**config.mk**
```make
export PLATFORM = sky130hd
export DESIGN_NAME = bur_regs
export DESIGN_NICKNAME = d
export VERILOG_FILES = /design/src/bur_pkg.sv /design/src/bur_regs.sv
export SDC_FILE = /design/constraint.sdc
export NUM_CORES = 1
export LEC_CHECK = 0
export ABC_AREA = 1
export ABC_CLOCK_PERIOD_IN_PS = 1950
export BUFFER_PORTS_ARGS = -buffer_cell sky130_fd_sc_hd__buf_2
export CAP_MARGIN = 20
export CORE_ASPECT_RATIO = 1.2
export CORE_UTILIZATION = 47
export DETAILED_ROUTE_END_ITERATION = 16
export PLACE_DENSITY = 0.79
export SLEW_MARGIN = 25
export SYNTH_ARGS = -nofsm -noshare
export SYNTH_HDL_FRONTEND = slang
export SYNTH_SLANG_ARGS = --single-unit
```
**constraint.sdc**
```tcl
create_clock -name sys_clk -period 1.95 [get_ports sys_clk]
set_clock_uncertainty 0.15 [all_clocks]
set_input_delay 0.0975 -clock sys_clk [delete_from_list [all_inputs] [get_ports sys_clk]]
set_output_delay 0.0975 -clock sys_clk [all_outputs]
set_load 0.01 [all_outputs]
```
**src/bur_pkg.sv**
```systemverilog
package bur_pkg;

   // ------------------------------------------------------------
   // register window: printed offsets are indices, byte addr = 4*idx
   // ------------------------------------------------------------
   localparam logic [2:0] OFF_DATA = 3'h0;     // data / divisor low / id
   localparam logic [2:0] OFF_ENAB = 3'h1;     // event enable / div high
   localparam logic [2:0] OFF_EVID = 3'h2;     // event id / fifo setup
   localparam logic [2:0] OFF_LFBS = 3'h3;     // line format / bank select
   localparam logic [2:0] OFF_MCTL = 3'h4;     // modem control / ext two
   localparam logic [2:0] OFF_LSTA = 3'h5;     // link status
   localparam logic [2:0] OFF_MSTA = 3'h6;     // modem status / tx level
   localparam logic [2:0] OFF_AUXS = 3'h7;     // scratch / aux / rx level
   localparam logic [3:0] IDX_IRQ_STAT = 4'h8; // sticky event status
   localparam logic [3:0] IDX_IRQ_MASK = 4'h9; // event mask
   localparam logic [3:0] IDX_LAST = 4'h9;     // highest mapped index

   // ------------------------------------------------------------
   // field positions, codes and reset values
   // ------------------------------------------------------------
   localparam int SEL_EN_BIT = 7;              // bank select enable
   localparam int EXT_MODE_BIT = 0;            // extended mode in ext one
   localparam logic [7:0] SEL_BANK2 = 8'hE0;   // bank 2 selector
   localparam logic [7:0] SEL_BANK3 = 8'hE4;   // bank 3 selector
   localparam logic [7:0] RST_BYTE = 8'h00;    // reset of every byte
   localparam logic [7:0] EN_STD_MASK = 8'h0F; // enables, basic mode
   localparam logic [7:0] EN_EXT_MASK = 8'h2F; // enables, extended mode
   localparam logic [7:0] EN_DMA_MASK = 8'h10; // dma enable, port two
   localparam logic [7:0] MC_STD_MASK = 8'h1F; // modem ctl, basic mode
   localparam logic [7:0] MC_EXT_MASK = 8'h0B; // deferral, rts, dtr
   localparam logic [7:0] FS_KEEP_MASK = 8'hF1; // fifo resets self-clear
   localparam logic [7:0] AUX_PORT2_MASK = 8'h74; // port-two aux flags
   localparam logic [1:0] PRI_LINE = 2'h3;     // line status pending
   localparam logic [1:0] PRI_RXDAT = 2'h2;    // rx data / timeout
   localparam logic [1:0] PRI_TXE = 2'h1;      // tx room
   localparam logic [1:0] PRI_MODEM = 2'h0;    // modem change
   localparam int EV_W = 7;                    // event source count
   localparam int EV_RXT = 6;                  // rx timeout event bit
   localparam logic [EV_W-1:0] EV_ZERO = 7'h00;

   typedef enum logic [2:0] {
      BUR_BANK0, BUR_BANK1, BUR_BANK2, BUR_BANK3, BUR_BANK_NONE
   } bur_bank_e;

   typedef enum logic {BUR_IDLE, BUR_ACCESS} bur_phase_e;

   // link-side inputs from the serial engine
   typedef struct packed {
      logic [7:0] rx_byte;      // head of receive fifo
      logic [7:0] link_status;  // line status byte
      logic [7:0] modem_status; // modem status byte
      logic [7:0] aux_flags;    // aux status flags
      logic [4:0] tx_level;     // tx fifo fill
      logic [4:0] rx_level;     // rx fifo fill
      logic [EV_W-1:0] events;  // live event levels
   } bur_link_in_s;

   // control outputs towards the serial engine
   typedef struct packed {
      logic [7:0] tx_byte;      // byte to send
      logic tx_load;            // one-cycle push of tx_byte
      logic rx_pop;             // one-cycle pop of rx_byte
      logic [15:0] divisor;     // baud divisor
      logic [15:0] legacy_div;  // legacy baud divisor
      logic [6:0] line_format;  // line format bits 6..0
      logic [7:0] fifo_setup;   // fifo setup incl. reset pulses
      logic [7:0] modem_ctl;    // modem/mode control
      logic [7:0] ext_one;      // extended control one
      logic [7:0] ext_two;      // extended control two
   } bur_ctrl_s;

   // the whole state of the block
   typedef struct packed {
      bur_phase_e phase;        // bus phase
      logic [3:0] idx;          // captured register index
      logic hit;                // captured address is mapped
      logic wr;                 // captured direction
      logic hready;             // hreadyout
      logic hresp;              // hresp
      logic [31:0] hrdata;      // read data
      logic [7:0] sel;          // last bank select byte
      logic [7:0] enables;      // event enable
      logic [7:0] scratch;      // scratch byte
      logic [EV_W-1:0] status;  // sticky events
      logic [EV_W-1:0] mask;    // event mask
      logic irq;                // interrupt
      bur_ctrl_s ctrl;          // outputs
   } bur_state_s;

   // decode the select byte into a bank
   function automatic bur_bank_e bur_bank(input logic [7:0] s);
      bur_bank_e b;
      b = BUR_BANK_NONE;
      if (!s[7]) begin
         b = BUR_BANK0;
      end else if (!s[6] || s[1] || s[0]) begin
         b = BUR_BANK1;
      end else if (s == SEL_BANK2) begin
         b = BUR_BANK2;
      end else if (s == SEL_BANK3) begin
         b = BUR_BANK3;
      end
      return b;
   endfunction : bur_bank

endpackage : bur_pkg

```
**src/bur_regs.sv**
```systemverilog
`timescale 1ns/1ps

module bur_regs
   import bur_pkg::*;
#(
   parameter bit SECOND_PORT = 1'b1,        // port with dma events
   parameter logic [7:0] MODULE_REV = 8'h5A // arbitrary id value
) (
   input wire logic sys_clk,                // 40 MHz clock
   input wire logic reset,                  // sync, active high
   input wire logic clk_en,                 // freezes all when low
   input wire logic hsel,                   // ahb select
   input wire logic [31:0] haddr,           // ahb address
   input wire logic [1:0] htrans,           // ahb transfer type
   input wire logic hwrite,                 // ahb direction
   input wire logic [2:0] hsize,            // ahb size, word only
   input wire logic [31:0] hwdata,          // ahb write data
   input wire logic hready,                 // ahb bus ready
   output logic hreadyout,                  // ahb slave ready
   output logic hresp,                      // ahb response, okay
   output logic [31:0] hrdata,              // ahb read data
   input wire bur_link_in_s link_in,        // serial engine state
   output bur_ctrl_s ctrl,                  // serial engine control
   output logic irq                         // level interrupt
);

   // ------------------------------------------------------------
   // state and derived terms
   // ------------------------------------------------------------
   bur_state_s st_ff;                       // registered state
   bur_state_s nxt_st;                      // next state
   bur_bank_e bank;                         // active bank
   logic ext_mode;                          // extended mode on
   logic [7:0] rd_byte;                     // decoded read value
   logic [7:0] wbyte;                       // written byte
   logic [7:0] evid;                        // event id value
   logic [7:0] en_mask;                     // writable enable bits
   logic [EV_W-1:0] ev_en;                  // enables per source

   assign bank = bur_bank(st_ff.sel);
   assign ext_mode = st_ff.ctrl.ext_one[EXT_MODE_BIT];
   assign wbyte = hwdata[7:0];

   // ------------------------------------------------------------
   // event identification
   // ------------------------------------------------------------
   // extended enable bits
   always_comb begin
      en_mask = EN_STD_MASK;
      if (ext_mode) begin
         en_mask = SECOND_PORT ? (EN_EXT_MASK | EN_DMA_MASK) : EN_EXT_MASK;
      end
   end

   assign ev_en = {st_ff.enables[0], st_ff.enables[5:0]};

   // priority coded id in basic mode, flags in extended
   always_comb begin
      evid = RST_BYTE;
      if (ext_mode) begin
         evid[5:0] = link_in.events[5:0] & st_ff.enables[5:0];
      end else begin
         evid[7:6] = {2{st_ff.ctrl.fifo_setup[0]}};
         evid[0] = 1'b1;
         if (ev_en[2] && link_in.events[2]) begin
            evid[2:1] = PRI_LINE;
            evid[0] = 1'b0;
         end else if (ev_en[EV_RXT] && link_in.events[EV_RXT]) begin
            evid[3] = 1'b1;
            evid[2:1] = PRI_RXDAT;
            evid[0] = 1'b0;
         end else if (ev_en[0] && link_in.events[0]) begin
            evid[2:1] = PRI_RXDAT;
            evid[0] = 1'b0;
         end else if (ev_en[1] && link_in.events[1]) begin
            evid[2:1] = PRI_TXE;
            evid[0] = 1'b0;
         end else if (ev_en[3] && link_in.events[3]) begin
            evid[2:1] = PRI_MODEM;
            evid[0] = 1'b0;
         end
      end
   end

   // ------------------------------------------------------------
   // read decode
   // ------------------------------------------------------------
   // every bank answers inside the same eight offsets
   always_comb begin
      rd_byte = RST_BYTE;
      if (st_ff.idx[2:0] == OFF_LFBS) begin
         rd_byte = st_ff.sel[SEL_EN_BIT] ? st_ff.sel
                   : {1'b0, st_ff.ctrl.line_format};
      end else begin
         case (bank)
            BUR_BANK0: begin
               case (st_ff.idx[2:0])
                  OFF_DATA: rd_byte = link_in.rx_byte;
                  OFF_ENAB: rd_byte = st_ff.enables;
                  OFF_EVID: rd_byte = evid;
                  OFF_MCTL: rd_byte = st_ff.ctrl.modem_ctl;
                  OFF_LSTA: rd_byte = link_in.link_status;
                  OFF_MSTA: rd_byte = link_in.modem_status;
                  // scratch or aux with timeout flag
                  OFF_AUXS: begin
                     if (ext_mode) begin
                        rd_byte = SECOND_PORT ?
                                  (link_in.aux_flags & AUX_PORT2_MASK)
                                  : RST_BYTE;
                        rd_byte[0] = link_in.events[EV_RXT];
                     end else begin
                        rd_byte = st_ff.scratch;
                     end
                  end
                  default: rd_byte = RST_BYTE;
               endcase
            end
            BUR_BANK1: begin
               case (st_ff.idx[2:0])
                  OFF_DATA: rd_byte = st_ff.ctrl.legacy_div[7:0];
                  OFF_ENAB: rd_byte = st_ff.ctrl.legacy_div[15:8];
                  default: rd_byte = RST_BYTE;
               endcase
            end
            BUR_BANK2: begin
               case (st_ff.idx[2:0])
                  OFF_DATA: rd_byte = st_ff.ctrl.divisor[7:0];
                  OFF_ENAB: rd_byte = st_ff.ctrl.divisor[15:8];
                  OFF_EVID: rd_byte = st_ff.ctrl.ext_one;
                  OFF_MCTL: rd_byte = st_ff.ctrl.ext_two;
                  OFF_MSTA: rd_byte = {3'h0, link_in.tx_level};
                  OFF_AUXS: rd_byte = {3'h0, link_in.rx_level};
                  default: rd_byte = RST_BYTE;
               endcase
            end
            BUR_BANK3: begin
               case (st_ff.idx[2:0])
                  OFF_DATA: rd_byte = MODULE_REV;
                  OFF_ENAB: rd_byte = {st_ff.sel[SEL_EN_BIT],
                                       st_ff.ctrl.line_format};
                  OFF_EVID: rd_byte = st_ff.ctrl.fifo_setup;
                  default: rd_byte = RST_BYTE;
               endcase
            end
            default: rd_byte = RST_BYTE;
         endcase
      end
   end

   // ------------------------------------------------------------
   // next state: bus slave, register writes, events
   // ------------------------------------------------------------
   always_comb begin
      nxt_st = st_ff;
      nxt_st.ctrl.tx_load = 1'b0;
      nxt_st.ctrl.rx_pop = 1'b0;
      // fifo reset bits only live for one cycle
      nxt_st.ctrl.fifo_setup = st_ff.ctrl.fifo_setup & FS_KEEP_MASK;
      nxt_st.hresp = 1'b0;
      case (st_ff.phase)
         // address phase: capture, hold ready low for one cycle
         BUR_IDLE: begin
            if (hsel && htrans[1] && hready) begin
               nxt_st.phase = BUR_ACCESS;
               nxt_st.idx = haddr[5:2];
               nxt_st.hit = (haddr[1:0] == 2'h0) && (haddr[31:6] == 26'h0)
                            && (haddr[5:2] <= IDX_LAST) && (hsize == 3'h2);
               nxt_st.wr = hwrite;
               nxt_st.hready = 1'b0;
            end
         end
         // data phase: hwdata is stable, act and answer
         BUR_ACCESS: begin
            nxt_st.phase = BUR_IDLE;
            nxt_st.hready = 1'b1;
            nxt_st.hrdata = 32'h0;
            if (st_ff.hit && !st_ff.wr) begin
               if (st_ff.idx == IDX_IRQ_STAT) begin
                  nxt_st.hrdata = {25'h0, st_ff.status};
               end else if (st_ff.idx == IDX_IRQ_MASK) begin
                  nxt_st.hrdata = {25'h0, st_ff.mask};
               end else begin
                  nxt_st.hrdata = {24'h0, rd_byte};
                  // reading the data port pops the receiver
                  nxt_st.ctrl.rx_pop = (bank == BUR_BANK0)
                                       && (st_ff.idx[2:0] == OFF_DATA);
               end
            end
            // unmapped, reserved and read-only writes fall through
            if (st_ff.hit && st_ff.wr) begin
               if (st_ff.idx == IDX_IRQ_MASK) begin
                  nxt_st.mask = hwdata[EV_W-1:0];
               end else if (st_ff.idx == IDX_IRQ_STAT) begin
                  // write one clears; a new event below still wins
                  nxt_st.status = st_ff.status & ~hwdata[EV_W-1:0];
               end else if (st_ff.idx[2:0] == OFF_LFBS) begin
                  // bit 7 turns the write into a selector
                  nxt_st.sel = wbyte;
                  if (!wbyte[SEL_EN_BIT]) begin
                     nxt_st.ctrl.line_format = wbyte[6:0];
                  end
               end else begin
                  case (bank)
                     BUR_BANK0: begin
                        case (st_ff.idx[2:0])
                           OFF_DATA: begin
                              nxt_st.ctrl.tx_byte = wbyte;
                              nxt_st.ctrl.tx_load = 1'b1;
                           end
                           OFF_ENAB: nxt_st.enables = wbyte & en_mask;
                           OFF_EVID: nxt_st.ctrl.fifo_setup = wbyte;
                           OFF_MCTL: nxt_st.ctrl.modem_ctl = wbyte &
                              (ext_mode ? MC_EXT_MASK : MC_STD_MASK);
                           OFF_AUXS: begin
                              if (!ext_mode) begin
                                 nxt_st.scratch = wbyte;
                              end
                           end
                           default: nxt_st.scratch = st_ff.scratch;
                        endcase
                     end
                     BUR_BANK1: begin
                        if (st_ff.idx[2:0] == OFF_DATA) begin
                           nxt_st.ctrl.legacy_div[7:0] = wbyte;
                        end else if (st_ff.idx[2:0] == OFF_ENAB) begin
                           nxt_st.ctrl.legacy_div[15:8] = wbyte;
                        end
                     end
                     BUR_BANK2: begin
                        case (st_ff.idx[2:0])
                           OFF_DATA: nxt_st.ctrl.divisor[7:0] = wbyte;
                           OFF_ENAB: nxt_st.ctrl.divisor[15:8] = wbyte;
                           OFF_EVID: nxt_st.ctrl.ext_one = wbyte;
                           OFF_MCTL: nxt_st.ctrl.ext_two = wbyte;
                           default: nxt_st.ctrl.ext_two = st_ff.ctrl.ext_two;
                        endcase
                     end
                     default: nxt_st.sel = st_ff.sel;
                  endcase
               end
            end
         end
         default: nxt_st.phase = BUR_IDLE;
      endcase
      // events set sticky bits; set beats a same-cycle clear
      nxt_st.status = nxt_st.status | link_in.events;
      nxt_st.irq = |(nxt_st.status & nxt_st.mask);
   end

   // ------------------------------------------------------------
   // state register
   // ------------------------------------------------------------
   always_ff @(posedge sys_clk) begin
      if (reset) begin
         st_ff <= '0;
         st_ff.phase <= BUR_IDLE;
         st_ff.hready <= 1'b1;
      end else if (clk_en) begin
         st_ff <= nxt_st;
      end
   end

   assign hreadyout = st_ff.hready;
   assign hresp = st_ff.hresp;
   assign hrdata = st_ff.hrdata;
   assign ctrl = st_ff.ctrl;
   assign irq = st_ff.irq;
endmodule : bur_regs

```
==> impl_metrics.ini, run 1 <==
[worst_setup_path]
crit_type = reg2reg
r2r-end = hrdata[6]
r2r_cells = 12
r2r_slack_ps = 20
worstSetupStartpointType = register
critPathMaxStageDelay_ps = 360
startpoint = st_ff[158]
worstPathRequired_ps = 2110
path_common_cell = nand2_1
path_max_fanout = 10
path_buf_inv = 2
crit_path_end_kind = register
r2r_start = st_ff[158]
cpMaxStageDelayCell = dfxtp_4
cp_cell_sequence = buf_4 > buf_4 > nand3_1 > nand2_1 > nor2_1 > nor2_1 > nor2_1 > nand3_1 > nand2_1 > nand2_1 > nand2_1 > nand2_1
crit_family = simple AND/OR/NAND/NOR gates
endpoint = hrdata[6]
cp.arrival_ps = 2090
path_depth = 12

[run_status]
status = finished with violations
failed_checks = negative hold slack

[clock_network]
htreeDepth = 4
clk_pin_slew_ps = 60
cts_sinks = 131
clock_latency_ps = 420
clockBufferDepth = 2
cts_tree = built
cts_root_buf = clkbuf_16
numCtsBuffers = 17

[timing]
rsz0062_at_grt = true
fmax_mhz = 519
slew-limit-headroom_pct = 56.7
period_needed_ps = 1930
finalSetupViolCount = 0
hold-worst-slack_ps = -60.2
fin_crit_sh_pct = 98.9
finalHoldViolations = 1
slew_violations = 0
tightest_slew_ps = 647

[route]
route.detailed.drc = 0
vias = 8513
drt_iter0_drc = 881
ant_nets = 0
routed_wl_mm = 27.7
viasPerCell = 5.48
drtPass1Iterations = 6
post_drt_wl_per_cell_um = 17.8

[hold_path]
hold_path_class = in2reg

[finish]
drive_gt1_share_pct = 28.4
stdcell_area_um2 = 9850
nets = 1456
area_growth_pct = 30.5
seq_area_um2 = 2640
fillerInstances = 1397
final_cells = 1553
insertedDiodeCount = 0
utilization_pct = 63.0
multi_input_area_um2 = 3770

[synth]
syn_area_per_cell_um2 = 6.62
synth_top_area_share_pct = 34.7
ys_warn_count = 0
ys_top_cells_by_count = nand2_1 (258), dfxtp_1 (131), a21oi_1 (123), buf_4 (117), o21ai_0 (111)
synth_area_um2 = 7550
synthTopCellsByArea = dfxtp_1 (35%), nand2_1 (13%), buf_4 (12%)
postSynth.asyncResetShare_pct = 0
ys_types = 32
synthFlopType = dfxtp_1
yosysSeqAreaShare_pct = 34.7
yosys_register_bits = 131
yosys.area.top_type = dfxtp_1
syn_inst = 1141
synth.most_common_cell = nand2_1
synth-edff-count = 0

[pwr]
max-vdd-ir-drop_v = 0.000516
power.density_nw_per_um2 = 699
leakage_uw = 0.00492

[floorplanning]
core_area_um2 = 15600
start_util_pct = 48.3
pin_count = 240
fp.dieH_um = 141
die_area_um2 = 16600
rows = 50
die_x_um = 118

[global_routing]
grt_max_degree = 63
grt_antenna_before_repair = 0
grt_remaining_overflow = 0
grt_pass1_vias = 7738
grt_usage_pct = 32.2
grt_pass1_wl_mm = 41.2

[flow_run]
max-cap-violations = 0

[placement]
finalWeightedCongestion = 0.976
hpwl_mm = 19.4
placed_cell_area_um2 = 8460
dp.cells = 1471
io_buffers = 182
## placed cells by master, fill, tap and decap left out, types with 7 or more instances in the layout
cell	instances
nor2_4	7
nand3_1	56
o211ai_1	8
dlygate4sd3_1	38
nand4_1	34
o21ai_1	29
o21ai_2	7
a211oi_1	8
buf_2	183
buf_12	9
nor2_1	84
nand2_2	8
buf_4	73
dfxtp_1	127
a21oi_1	119
inv_2	11
nor2_2	9
inv_1	80
nand2_1	248
conb_1	28
clkbuf_16	17
o21ai_0	88
buf_6	10
## layout make-up
class | count | share of cell area [%]
clock buffers | 20 | 4.53
clock inverters | 12 | 1.84
inverters | 97 | 3.90
multi-input cells | 769 | 38.3
flip-flops and latches | 131 | 26.8
well taps | 208 | 2.64
repair buffers | 315 | 22.0
repair inverters | 1 | 0.0762
## stage by stage
step | setup TNS (ps) | power (µW) | setup slack [ps]
global route | -698 | 7050 | -75.1
global placement | -154 | 3380 | -40.9
CTS | 0 | 6850 | 13.8
detailed placement | -703 | 3390 | -63.8
floorplan | 0 | 3120 | 13.3
finish | 0 | 6890 | 21.7
## per-layer routing
layer  vias to the layer above  track usage (%)  part of all wire [%]
met3                       125             6.31                   9.3
met4                         0             22.1                   6.0
li1                       4008                -                     -
met1                      3826             39.5                    38
met5                         -                0                     0
met2                       554             51.0                    47
## worst register-to-register path, stage by stage (launching register included)
cell     delay (ps)
dfxtp_4         360
buf_4           150
buf_4           180
nand3_1         120
nand2_1          60
nor2_1          130
nor2_1           50
nor2_1          140
nand3_1         160
nand2_1         100
nand2_1          70
nand2_1          90
nand2_1          50
## logic make-up after synthesis
kind of cell,after synthesis,synth area share [%]
buffers and inverters,268,19.3
AND/OR/NAND/NOR,473,27.4
AO/OA/AOI/OAI,268,18.5
flip-flops,131,34.7
other,1,0.0497
## where the power goes
| part | switching (µW) | internal [µW] | total, µW |
|---|---|---|---|
| Sequential | 23.3 | 2700 | 2730 |
| Clock | 1250 | 2180 | 3420 |
| Combinational | 448 | 289 | 737 |
## how the worst min path moves through the flow
stage | startpoint | endpoint | slack [ps] | cells past startpoint
2_1_floorplan | hwdata[1] | ctrl[25] | 90 | 2
3_3_place_gp | hwrite | st_ff[154] | 230 | 3
3_5_place_dp | hwrite | st_ff[154] | 250 | 3
4_1_cts | clk_en | ctrl[27] | 80 | 4
5_1_grt | haddr[24] | st_ff[155] | 60 | 6
6_report | haddr[24] | st_ff[155] | -60 | 6
## sequential cells by signal (all words and copies together) (netlist names)
signal / cells
st_ff: 37
irq: 1
ev_en: 6
hrdata: 8
hreadyout: 1
ctrl: 78
## what timing repair did
item,CTS,global route
hold buffers,39,0
pin swaps,0,24
buffers inserted,1,8
resized for setup,13,92
endpoints found under the setup margin,45,79
endpoints found under the hold margin,48,0
cloned,1,2
Power figures use the tool's default switching activity.
==> run 2, diff against run 1 <==
--- a/config.mk
+++ b/config.mk
@@ -8,11 +8,11 @@
 export ABC_AREA = 1
 export ABC_CLOCK_PERIOD_IN_PS = 1950
 export BUFFER_PORTS_ARGS = -buffer_cell sky130_fd_sc_hd__buf_2
-export CAP_MARGIN = 20
+export CAP_MARGIN = 5
 export CORE_ASPECT_RATIO = 1.2
 export CORE_UTILIZATION = 47
 export DETAILED_ROUTE_END_ITERATION = 16
-export PLACE_DENSITY = 0.79
+export PLACE_DENSITY = 0.78
 export SLEW_MARGIN = 25
 export SYNTH_ARGS = -nofsm -noshare
 export SYNTH_HDL_FRONTEND = slang
==> run 2 against run 1 <==
Net effect: the run now ends clean; worst hold slack improved by 180 ps; core utilization is 1.2 points lower; first-iteration DRC count up 11%; final cell count fell by 0.97%; combinational power down 5.2%; global-route usage up 0.82 points; clock power rose by 4%; die area stayed put; routed wire length is 2.1% higher.
==> impl_metrics.ini, run 2 (synthesis gave the netlist of run 1 again) <==
[run_status]
status = complete, no violations

[worst_setup_path]
critPathMaxStageDelay_ps = 370
crit_type = reg2reg
r2r_cells = 12
path_buf_inv = 1
r2r-end = hrdata[0]
cp.arrival_ps = 2170
crit_family = simple AND/OR/NAND/NOR gates
cp_cell_sequence = nor2_2 > buf_4 > nand3_1 > nand2_1 > nor2_1 > nand3b_1 > nand2_1 > nand3_1 > nand2_1 > nand2_1 > nand2_1 > nand2_1
path_common_cell = nand2_1
worstPathRequired_ps = 2170
worstSetupStartpointType = register
cpMaxStageDelayCell = dfxtp_4
r2r_start = st_ff[156]
crit_path_end_kind = register
r2r_slack_ps = 2
path_max_fanout = 15

[route]
vias = 8493
drt_iter0_drc = 979
viasPerCell = 5.52
route.detailed.drc = 0
ant_nets = 0
routed_wl_mm = 28.3
post_drt_wl_per_cell_um = 18.4
drtPass1Iterations = 8

[clock_network]
htreeDepth = 4
clock_latency_ps = 430
cts_sinks = 131
cts_root_buf = clkbuf_16
numCtsBuffers = 17
clk_pin_slew_ps = 60
clockBufferDepth = 2
cts_tree = built

[placement]
hpwl_mm = 19.4
io_buffers = 182
finalWeightedCongestion = 0.985

[hold_path]
hold_path_class = in2reg
hold_depth = 4
hold_end = ctrl[27]
holdCritStartpoint = clk_en

[floorplanning]
pin_count = 240
core_area_um2 = 15600
start_util_pct = 48.3
rows = 50
fp.dieH_um = 141
die_area_um2 = 16600
die_x_um = 118

[pwr]
internal_power_uw = 5270
power.density_nw_per_um2 = 722
p_comb_share_pct = 10.0
max-vdd-ir-drop_v = 0.000484
seqPwrFrac_pct = 39.1
p_switching_uw = 1700
leakage_uw = 0.00484
swShare_pct = 24.4
pwr-share-clk_pct = 50.8

[timing]
hold-worst-slack_ps = 125
tightest_slew_ps = 542
slew_violations = 0
finalSetupViolCount = 0
fin_crit_sh_pct = 99.9
slew-limit-headroom_pct = 63.6
fmax_mhz = 513
finalHoldViolations = 0
rsz0062_at_grt = true
setup_tns_ps = 0
period_needed_ps = 1950

[flow_run]
max-cap-violations = 0

[finish]
nets = 1441
insertedDiodeCount = 0
largest_register_ff_count = 78
area_growth_pct = 28.0
final_common_cell = nand2_1
final_cell_mix = nand2_1 (243), buf_2 (182), dfxtp_1 (127), a21oi_1 (122), o21ai_0 (105)
drive_gt1_share_pct = 26.9

[global_routing]
grt_antenna_before_repair = 0
grt_usage_pct = 33.0
grt_pass1_wl_mm = 42.5
grt_pass1_vias = 7871
grt_max_degree = 87
grt_remaining_overflow = 0
==> run 2: cell types whose count changed in the layout (fill, tap and decap cells not counted), sizes merged <==
cell and delta:
bufinv +1, clkinv -2, dlygate4sd3 +5, buf -21, clkbuf +2
==> run 2: final cells by class <==
cell class,count,area (µm²)
well taps,208,260
repair buffers,301,2020
fillers,1416,5980
clock buffers,20,447
flip-flops and latches,131,2640
clock inverters,12,205
multi-input cells,769,3720
inverters,97,377
==> run 2: power groups by stage <==
stage | Clock, µW | Sequential [µW] | Combinational (µW)
final | 3550 | 2730 | 699
after global routing | 3660 | 2730 | 737
after CTS | 3560 | 2730 | 645
after detailed placement | 0 | 2790 | 575
after global placement | 0 | 2780 | 572
after floorplan | 0 | 2780 | 335
==> run 2: per-stage QoR <==
stage / instance area [µm²] / util [%] / total power (µW) / instances / setup WS (ps)
5_1_grt: 9660 / 61.8 / 7130 / 1538 / -35.0
4_1_cts: 9460 / 60.5 / 6930 / 1532 / 3.54
3_5_place_dp: 8340 / 53.3 / 3360 / 1456 / -49.9
6_report: 9660 / 61.8 / 6970 / 1538 / 2.41
3_3_place_gp: 8340 / 53.3 / 3360 / 1456 / -13.4
2_1_floorplan: 7660 / - / 3120 / 1168 / 13.3
==> run 2: how the worst max path moves through the flow <==
stage          startpoint   endpoint  cells after the start
6_report       st_ff[156]  hrdata[0]                     12
5_1_grt        st_ff[156]  hrdata[0]                     12
4_1_cts        st_ff[158]    ctrl[9]                      9
2_1_floorplan  st_ff[156]        irq                     11
3_5_place_dp   st_ff[158]   ctrl[30]                     10
3_3_place_gp   st_ff[158]   ctrl[28]                     10
==> run 2: repair_timing <==
item,4_1_cts,5_1_grt
gates resized for setup,13,56
endpoints found under the setup margin,41,93
cloned,0,2
hold endpoints to repair,47,0
hold buffers,44,0
setup buffers,0,5
pin swaps,0,10
==> run 2: worst register-to-register path, delay by kind of cell, from the launching register on <==
| kind | cells | cell delay (ps) |
|---|---|---|
| simple gates | 11 | 1080 |
| buf+inv | 1 | 300 |
| flops | 1 | 370 |
==> run 2: layer usage <==
layer	track usage (%)	up-vias	wire (µm)
li1	-	3976	-
met1	40.5	3815	11000
met2	54.3	575	13300
met3	5.46	127	2520
met4	20.0	0	1470
met5	0	-	0
